**src/lpnp_pkg.sv**
```systemverilog
package lpnp_pkg;

  // Byte-wide register map of the switch's indirect access path
  localparam logic [7:0]  LPNP_ADDR_SEL       = 8'h6E;
  localparam logic [7:0]  LPNP_ADDR_OFS       = 8'h6F;
  localparam logic [7:0]  LPNP_ADDR_DATA      = 8'hA0;

  // Indirect select fields
  localparam int          LPNP_SEL_FUNC_MSB   = 7;
  localparam int          LPNP_SEL_FUNC_LSB   = 5;
  localparam int          LPNP_SEL_PORT_MSB   = 3;
  localparam int          LPNP_SEL_PORT_LSB   = 0;
  localparam logic [2:0]  LPNP_FUNC_EEE       = 3'h1;

  // Indirect offsets of the two halves
  localparam logic [7:0]  LPNP_OFS_HI         = 8'h10;
  localparam logic [7:0]  LPNP_OFS_LO         = 8'h11;

  // Codeword field positions
  localparam int          LPNP_BIT_NEXT_PAGE  = 15;
  localparam int          LPNP_BIT_ACK        = 14;
  localparam int          LPNP_BIT_MSG_PAGE   = 13;
  localparam int          LPNP_BIT_ACK2       = 12;
  localparam int          LPNP_BIT_TOGGLE     = 11;
  localparam int          LPNP_CODE_MSB       = 10;

  // Consistency compare ignores the acknowledge bit
  localparam logic [15:0] LPNP_MATCH_MASK     = 16'hBFFF;
  localparam logic [1:0]  LPNP_CONSISTENT_CNT = 2'h3;

  // Values after reset
  localparam logic [15:0] LPNP_REG_RESET      = 16'h0000;
  localparam logic [7:0]  LPNP_SEL_RESET      = 8'h00;
  localparam logic [7:0]  LPNP_OFS_RESET      = 8'h00;
  localparam logic [7:0]  LPNP_BYTE_RESET     = 8'h00;

endpackage : lpnp_pkg

```
**src/lpnp_rx_reg.sv**
```systemverilog
`timescale 1ns/1ps
// Behaviour
// Bit 15 shows partner next-page flag; one means more pages follow.
// Bit 14 shows partner acknowledge flag, codeword received by the sender.
// Acknowledge is always codeword bit D14, whatever the selector or encoding.
// Acknowledge only after three consecutive consistent bursts, ignoring acknowledge bit.
// Bit 13 shows message-page flag; one message page, zero unformatted.
// Toggle bit 11 is always inverse of previously exchanged codeword toggle.
// First next page toggle equals inverse of base codeword bit 11.
// Bits 10 to 0 hold partner message or unformatted code field.
// Bit 12 shows acknowledge-2 flag; one means sender can comply.
// Software selects function 001 and port, writes offset, reads data byte.
// Indirect offset 0x10 reads upper byte, 0x11 reads lower byte.
// Fields are read-only, hold last received next page, zero after reset.
module lpnp_rx_reg
  import lpnp_pkg::*;
#(
  parameter logic [3:0] PORT_ID   = 4'h1,
  parameter int         NUM_PORTS = 4
) (
  input  wire logic        clk,
  input  wire logic        arst_n,
  input  wire logic        cw_valid,
  input  wire logic [15:0] cw_word,
  input  wire logic        cw_is_next,
  input  wire logic        reg_wr,
  input  wire logic        reg_rd,
  input  wire logic [7:0]  reg_addr,
  input  wire logic [7:0]  reg_wdata,
  output logic      [7:0]  reg_rdata,
  output logic             np_ack_ready,
  output logic             np_page_taken,
  output logic             np_toggle_err
);

  generate
    if (PORT_ID < 4'h1 || int'(PORT_ID) > NUM_PORTS) begin : g_bad_port
      $error("PORT_ID outside the served port range");
    end
  endgenerate

  logic [15:0] lp_np_r;
  logic [15:0] last_word_r;
  logic [1:0]  match_cnt_r;
  logic        prev_toggle_r;
  logic [7:0]  sel_r;
  logic [7:0]  ofs_r;
  logic [7:0]  rdata_r;
  logic        consistent;
  logic        take;
  logic        toggle_ok;
  logic        latch_np;
  logic        sel_hit;
  logic [7:0]  data_byte;

  // Burst matches the previous one apart from the acknowledge bit
  assign consistent = cw_valid && (match_cnt_r != 2'h0) &&
                      ((cw_word & LPNP_MATCH_MASK) == (last_word_r & LPNP_MATCH_MASK));
  assign take       = consistent && (match_cnt_r == (LPNP_CONSISTENT_CNT - 2'h1));
  assign toggle_ok  = cw_word[LPNP_BIT_TOGGLE] != prev_toggle_r;
  assign latch_np   = take && cw_is_next && toggle_ok;

  assign np_ack_ready  = (match_cnt_r == LPNP_CONSISTENT_CNT);
  assign np_page_taken = latch_np;
  assign np_toggle_err = take && cw_is_next && !toggle_ok;

  // Consecutive consistent burst counter, saturating at three
  always_ff @(posedge clk or negedge arst_n) begin
    if (!arst_n) begin
      match_cnt_r <= 2'h0;
      last_word_r <= LPNP_REG_RESET;
    end else if (cw_valid) begin
      last_word_r <= cw_word;
      if (!consistent) begin
        match_cnt_r <= 2'h1;
      end else if (match_cnt_r != LPNP_CONSISTENT_CNT) begin
        match_cnt_r <= match_cnt_r + 2'h1;
      end
    end
  end

  // Toggle of the last exchanged codeword, seeded by the base page
  always_ff @(posedge clk or negedge arst_n) begin
    if (!arst_n) begin
      prev_toggle_r <= 1'b0;
    end else if (take && (!cw_is_next || toggle_ok)) begin
      prev_toggle_r <= cw_word[LPNP_BIT_TOGGLE];
    end
  end

  // Partner next page holding register, fields kept at codeword positions
  always_ff @(posedge clk or negedge arst_n) begin
    if (!arst_n) begin
      lp_np_r <= LPNP_REG_RESET;
    end else if (latch_np) begin
      lp_np_r <= cw_word;
    end
  end

  // Indirect select and offset registers
  always_ff @(posedge clk or negedge arst_n) begin
    if (!arst_n) begin
      sel_r <= LPNP_SEL_RESET;
      ofs_r <= LPNP_OFS_RESET;
    end else if (reg_wr) begin
      if (reg_addr == LPNP_ADDR_SEL) begin
        sel_r <= reg_wdata;
      end
      if (reg_addr == LPNP_ADDR_OFS) begin
        ofs_r <= reg_wdata;
      end
    end
  end

  assign sel_hit = (sel_r[LPNP_SEL_FUNC_MSB:LPNP_SEL_FUNC_LSB] == LPNP_FUNC_EEE) &&
                   (sel_r[LPNP_SEL_PORT_MSB:LPNP_SEL_PORT_LSB] == PORT_ID);

  always_comb begin
    data_byte = LPNP_BYTE_RESET;
    if (sel_hit) begin
      case (ofs_r)
        LPNP_OFS_HI: data_byte = lp_np_r[15:8];
        LPNP_OFS_LO: data_byte = lp_np_r[7:0];
        default:     data_byte = LPNP_BYTE_RESET;
      endcase
    end
  end

  // Read data registered; writes to the data byte are ignored
  always_ff @(posedge clk or negedge arst_n) begin
    if (!arst_n) begin
      rdata_r <= LPNP_BYTE_RESET;
    end else if (reg_rd) begin
      case (reg_addr)
        LPNP_ADDR_SEL:  rdata_r <= sel_r;
        LPNP_ADDR_OFS:  rdata_r <= ofs_r;
        LPNP_ADDR_DATA: rdata_r <= data_byte;
        default:        rdata_r <= LPNP_BYTE_RESET;
      endcase
    end
  end

  assign reg_rdata = rdata_r;
endmodule : lpnp_rx_reg

```
**config.mk**
```make
export PLATFORM = sky130hd
export DESIGN_NAME = lpnp_rx_reg
export DESIGN_NICKNAME = d
export VERILOG_FILES = /design/src/lpnp_pkg.sv /design/src/lpnp_rx_reg.sv
export SDC_FILE = /design/constraint.sdc
export NUM_CORES = 1
export LEC_CHECK = 0
export BUFFER_PORTS_ARGS = -buffer_cell sky130_fd_sc_hd__buf_2
export CAP_MARGIN = 20
export CORE_UTILIZATION = 25
export DETAILED_ROUTE_END_ITERATION = 8
export GPL_TIMING_DRIVEN = 0
export PLACE_DENSITY = 0.48
export SLEW_MARGIN = 40
export SYNTH_ARGS = -nofsm -noshare
export SYNTH_HDL_FRONTEND = slang
export SYNTH_SLANG_ARGS = --single-unit
```
**constraint.sdc**
```tcl
create_clock -name clk -period 2.4 [get_ports clk]
set_clock_uncertainty 0.2 [all_clocks]
set_input_delay 0.12 -clock clk [delete_from_list [all_inputs] [get_ports clk]]
set_output_delay 0.12 -clock clk [all_outputs]
set_load 0.05 [all_outputs]
```
# Word level (Yosys, flattened, before mapping)
# Cells that the tools add are included.
# op_classes
add_sub_neg,1
n_eq_ne,13
mux,5
reduce_logical,15
# ops
cell,count
$pmux 8 s3,1
$eq 8x5->1 const B,2
$eq 8x7->1 const B,2
$pmux 8 s2,1
$eq 15x15->1,1
$eq 8x8->1 const B,1
$logic_and 1x1->1,8
$mux 8,1
$reduce_and 2->1,3
$eq 2x2->1 const B,2
$eq 4x1->1 const B,1
$mux 2,2
$eq 3x1->1 const B,1
$add 2x1->2 const B,1
$logic_not 1->1,2
$ne 2x1->1 const B,1
$ne 2x2->1 const B,1
$reduce_bool 2->1,1
$logic_or 1x1->1,1
$ne 1x1->1,1
# totals
reg_bits,59
input_bits,38
out_inout_bits,11
elab_cells,41

# Longest topological paths before layout
# depth
depth_word,6
depth_mapped,8
ltp_nobuf,7

# Worst setup path before layout
# No wires, ideal clock.
# synth_path
path_type,register to output
from,register match_cnt_r[0]
to,output np_toggle_err
arrival_ps,2308
t_required_ps,2080
slack_ps,-228
stages_incl_launch_ff,8
n_path_buf,0
cell_sequence,dfrtp_1 > inv_1 > ha_1 > and2b_1 > nand4_1 > or4_4 > or2_1 > nor2_1
# synth_via
elab_chain_cells,6
# synth_rtl
item,line_no,source
"start, declared",lpnp_rx_reg.sv:44,logic [1:0] match_cnt_r;
"start signal, assigned",lpnp_rx_reg.sv:77,match_cnt_r <= match_cnt_r + 2'h1;
$reduce_bool 2->1,lpnp_rx_reg.sv:57,assign consistent = cw_valid && (match_cnt_r != 2'h0) &&
$logic_and 1x1->1 (2 in a row),lpnp_rx_reg.sv:57,
$logic_and 1x1->1 *,lpnp_rx_reg.sv:59,assign take = consistent && (match_cnt_r == (LPNP_CONSISTENT_CNT - 2'h1));
$logic_and 1x1->1 * (2 in a row),lpnp_rx_reg.sv:65,assign np_toggle_err = take && cw_is_next && !toggle_ok;
"end, declared",lpnp_rx_reg.sv:33,output logic np_toggle_err
# Every way passes the cells marked *; elsewhere a longest branch is shown, timed or not.

# Worst setup path in the final report
# layout_path
from,register match_cnt_r[1]
to,output np_page_taken
# layout_via
elab_chain_cells,6
# layout_rtl
item,line_no,source
$reduce_bool 2->1,lpnp_rx_reg.sv:57,
$logic_and 1x1->1 (2 in a row),lpnp_rx_reg.sv:57,
$logic_and 1x1->1 *,lpnp_rx_reg.sv:59,
$logic_and 1x1->1 * (2 in a row),lpnp_rx_reg.sv:61,assign latch_np = take && cw_is_next && toggle_ok;
"end, declared",lpnp_rx_reg.sv:32,"output logic np_page_taken,"
# Marks and branches as above.

==> impl_metrics.ini <==
[yosys]
yosysMostFrequentCell = dfrtp_1
synth-edff-count = 0
synth_top_area_share_pct = 51.4
ys_seq_elements = 58
async_flop_share_pct = 100
synth_area_leaders = dfrtp_1 (51%), mux2_2 (14%), mux2i_1 (6.4%)
ys.flop_type = dfrtp_1
synth_cell_type_count = 35
yosysSeqAreaShare_pct = 51.4
yosys.area.top_type = dfrtp_1
syn-num-nets = 255
avgSynthCellArea_sq_um = 13.2
netlist_instances = 214
synth_commonest_cells = dfrtp_1 (58), mux2_2 (36), mux2i_1 (18), xnor2_1 (15), inv_1 (12)
yosys_warnings = 0
syn-cell-area_sq_um = 2830

[place]
gp_congestion = 0.751
portBuffers = 46
hpwlAfterDp_um = 4700
dp_slack_ns = -0.147
dp_cells = 400

[drt]
drt_iter0_markers = 45
wl_per_cell_um = 15.4
vias_per_cell = 4.50
via_count = 1998
drc = 0
wirelength_um = 6830
ant_nets = 0
drt-pass1-iter-count = 4

[power]
pwr-share-clk_pct = 45.4
internal_power_mw = 1.86
p_leak_nw = 1.77
p_sw_share_pct = 22.5
ir_drop_mv = 0.361
share_comb_of_total_power_pct = 10.8
power.switching_mw = 0.541
p_per_area_nw_per_um2 = 618
seq_power_share_pct = 43.8

[global_route]
antenna_found_initial = 0
track_usage_pct = 12.9
grt_overflow = 0
grt_pass1_vias = 2154
grt_start_max_net_pins = 59
grt_pass1_wl_um = 11100

[finish]
fin_cells = 444
finalNetCount = 344
insertedDiodeCount = 0
ff_latch_area_sq_um = 1450
syn_to_final_growth_pct = 37.2
drive_above_1_share_pct = 41.4
multi_input_area_sq_um = 1360
nFillCells = 1125

[clocking]
cts_max_path_buffers = 2
cts_buffers = 9
clock-sinks = 58
clock_latency_ns = 0.32
cts_root_buffer = clkbuf_16
cts_tree = built
clkSlewWorstSetupHoldPaths_ns = 0.05
htreeDepth = 3

[timing]
fmax_mhz = 390
final.setup.tns_ns = -0.226
fin_crit_sh_pct = 107
holdWs_ns = 0.0181
period_minus_slack_ns = 2.57
hold_violations = 0
tightest_slew_ns = 0.733
relSlewSlack_pct = 50.9
layout_setup_ws_ns = -0.167
finalSetupViolCount = 2
drv_slew = 0
rsz0062_at_grt = yes

[floorplanning]
initial_core_util_pct = 25.8
fp.dieH_um = 108
dieArea_sq_um = 11700
coreArea_sq_um = 10900
die_width_um = 108
io_pins = 49
rows = 38

[min_path]
hold_class = in -> reg

[outcome]
violations = setup timing
outcome = complete, but fails checks

[setup_path]
crit_fanout = 4
end_kind = primary output
critical_path_class = reg -> out
crit_arrival_ns = 2.25
crit_path_start_kind = flip-flop
cp_data_required_time_ns = 2.08

[run]
max-cap-violations = 0
power groups by stage:
stage	Sequential [mW]	Clock [mW]	Combinational, mW
after floorplan	1.06	0	0.117
after global placement	1.06	0	0.209
after detailed placement	1.06	0	0.213
after CTS	1.05	1.13	0.263
after global routing	1.06	1.17	0.284
final	1.05	1.09	0.259
metrics by stage:
stage	instance area, sq um	total power, mW	util, %
finish	3880	2.40	35.5
global route	3880	2.51	35.5
CTS	3860	2.44	35.3
detailed placement	3240	1.27	29.6
global placement	3240	1.27	29.6
floorplan	2830	1.18	-
flip-flops by register name (all words and copies together), names as in the netlist:
| signal | count |
|---|---|
| ofs_r | 8 |
| last_word_r | 15 |
| lp_np_r | 16 |
| reg_rdata | 8 |
| sel_r | 8 |
| prev_toggle_r | 1 |
| match_cnt_r | 2 |
per-layer routing:
metal / vias to the layer above / GRT usage [%] / share of wire (%)
met5: - / 0 / 0
met4: 0 / 3.19 / 0.66
met3: 4 / 4.94 / 4.9
met2: 43 / 21.2 / 46
met1: 989 / 15.8 / 48
li1: 962 / - / -
worst paths after layout:
check,start,slack [ns],depth (start not counted),end
setup / recovery,match_cnt_r[1],-0.17,8,np_page_taken
max in group asynchronous,arst_n,1.46,2,last_word_r[11]
hold / removal,cw_valid,0.02,3,match_cnt_r[0]
min in group asynchronous,arst_n,0.14,2,sel_r[7]
setup reg to reg,match_cnt_r[1],0.14,8,lp_np_r[14]
hold reg to reg,reg_rdata[6],0.28,1,reg_rdata[6]
layout by cell type (no fill, tap or decap), types with 8 or more instances in the layout:
master	synthesis	final
buf_2	0	43
clkbuf_16	0	9
dfrtp_1	58	58
dlygate4sd3_1	0	27
inv_1	12	11
mux2_2	36	36
mux2_4	10	10
mux2i_1	18	18
nand4_1	10	10
xnor2_2	0	8
cells by family after synthesis:
kind of cell,share of synthesized area (%)
buffers and inverters,3.05
AND/OR/NAND/NOR,7.66
AO/OA/AOI/OAI,5.62
flip-flops,51.4
adder cells (fa/ha/maj),1.33
multiplexers,26.0
XOR/XNOR,4.96
area by class of cell:
type / instances / share of cell area [%]
flip-flops and latches: 58 / 37.4
repair buffers: 78 / 14.5
well taps: 140 / 4.52
clock buffers: 11 / 6.26
multi-input cells: 137 / 35.0
inverters: 12 / 1.16
plain buffers: 7 / 1.06
clock inverters: 1 / 0.129
worst max-delay path: stages, from the launching register on:
cell     delay (ns)
dfrtp_1        0.35
inv_1          0.05
ha_2           0.16
and2b_1        0.20
nand4_1        0.09
or4_4          0.46
or2_4          0.26
and2b_2        0.22
buf_8          0.14
repair_timing:
item	CTS	global route
buffers inserted	4	1
endpoints found under the setup margin	12	2
endpoints found under the hold margin	106	0
resized for setup	15	1
pin swaps	3	0
hold buffers	27	0
Power figures use the tool's default switching activity.
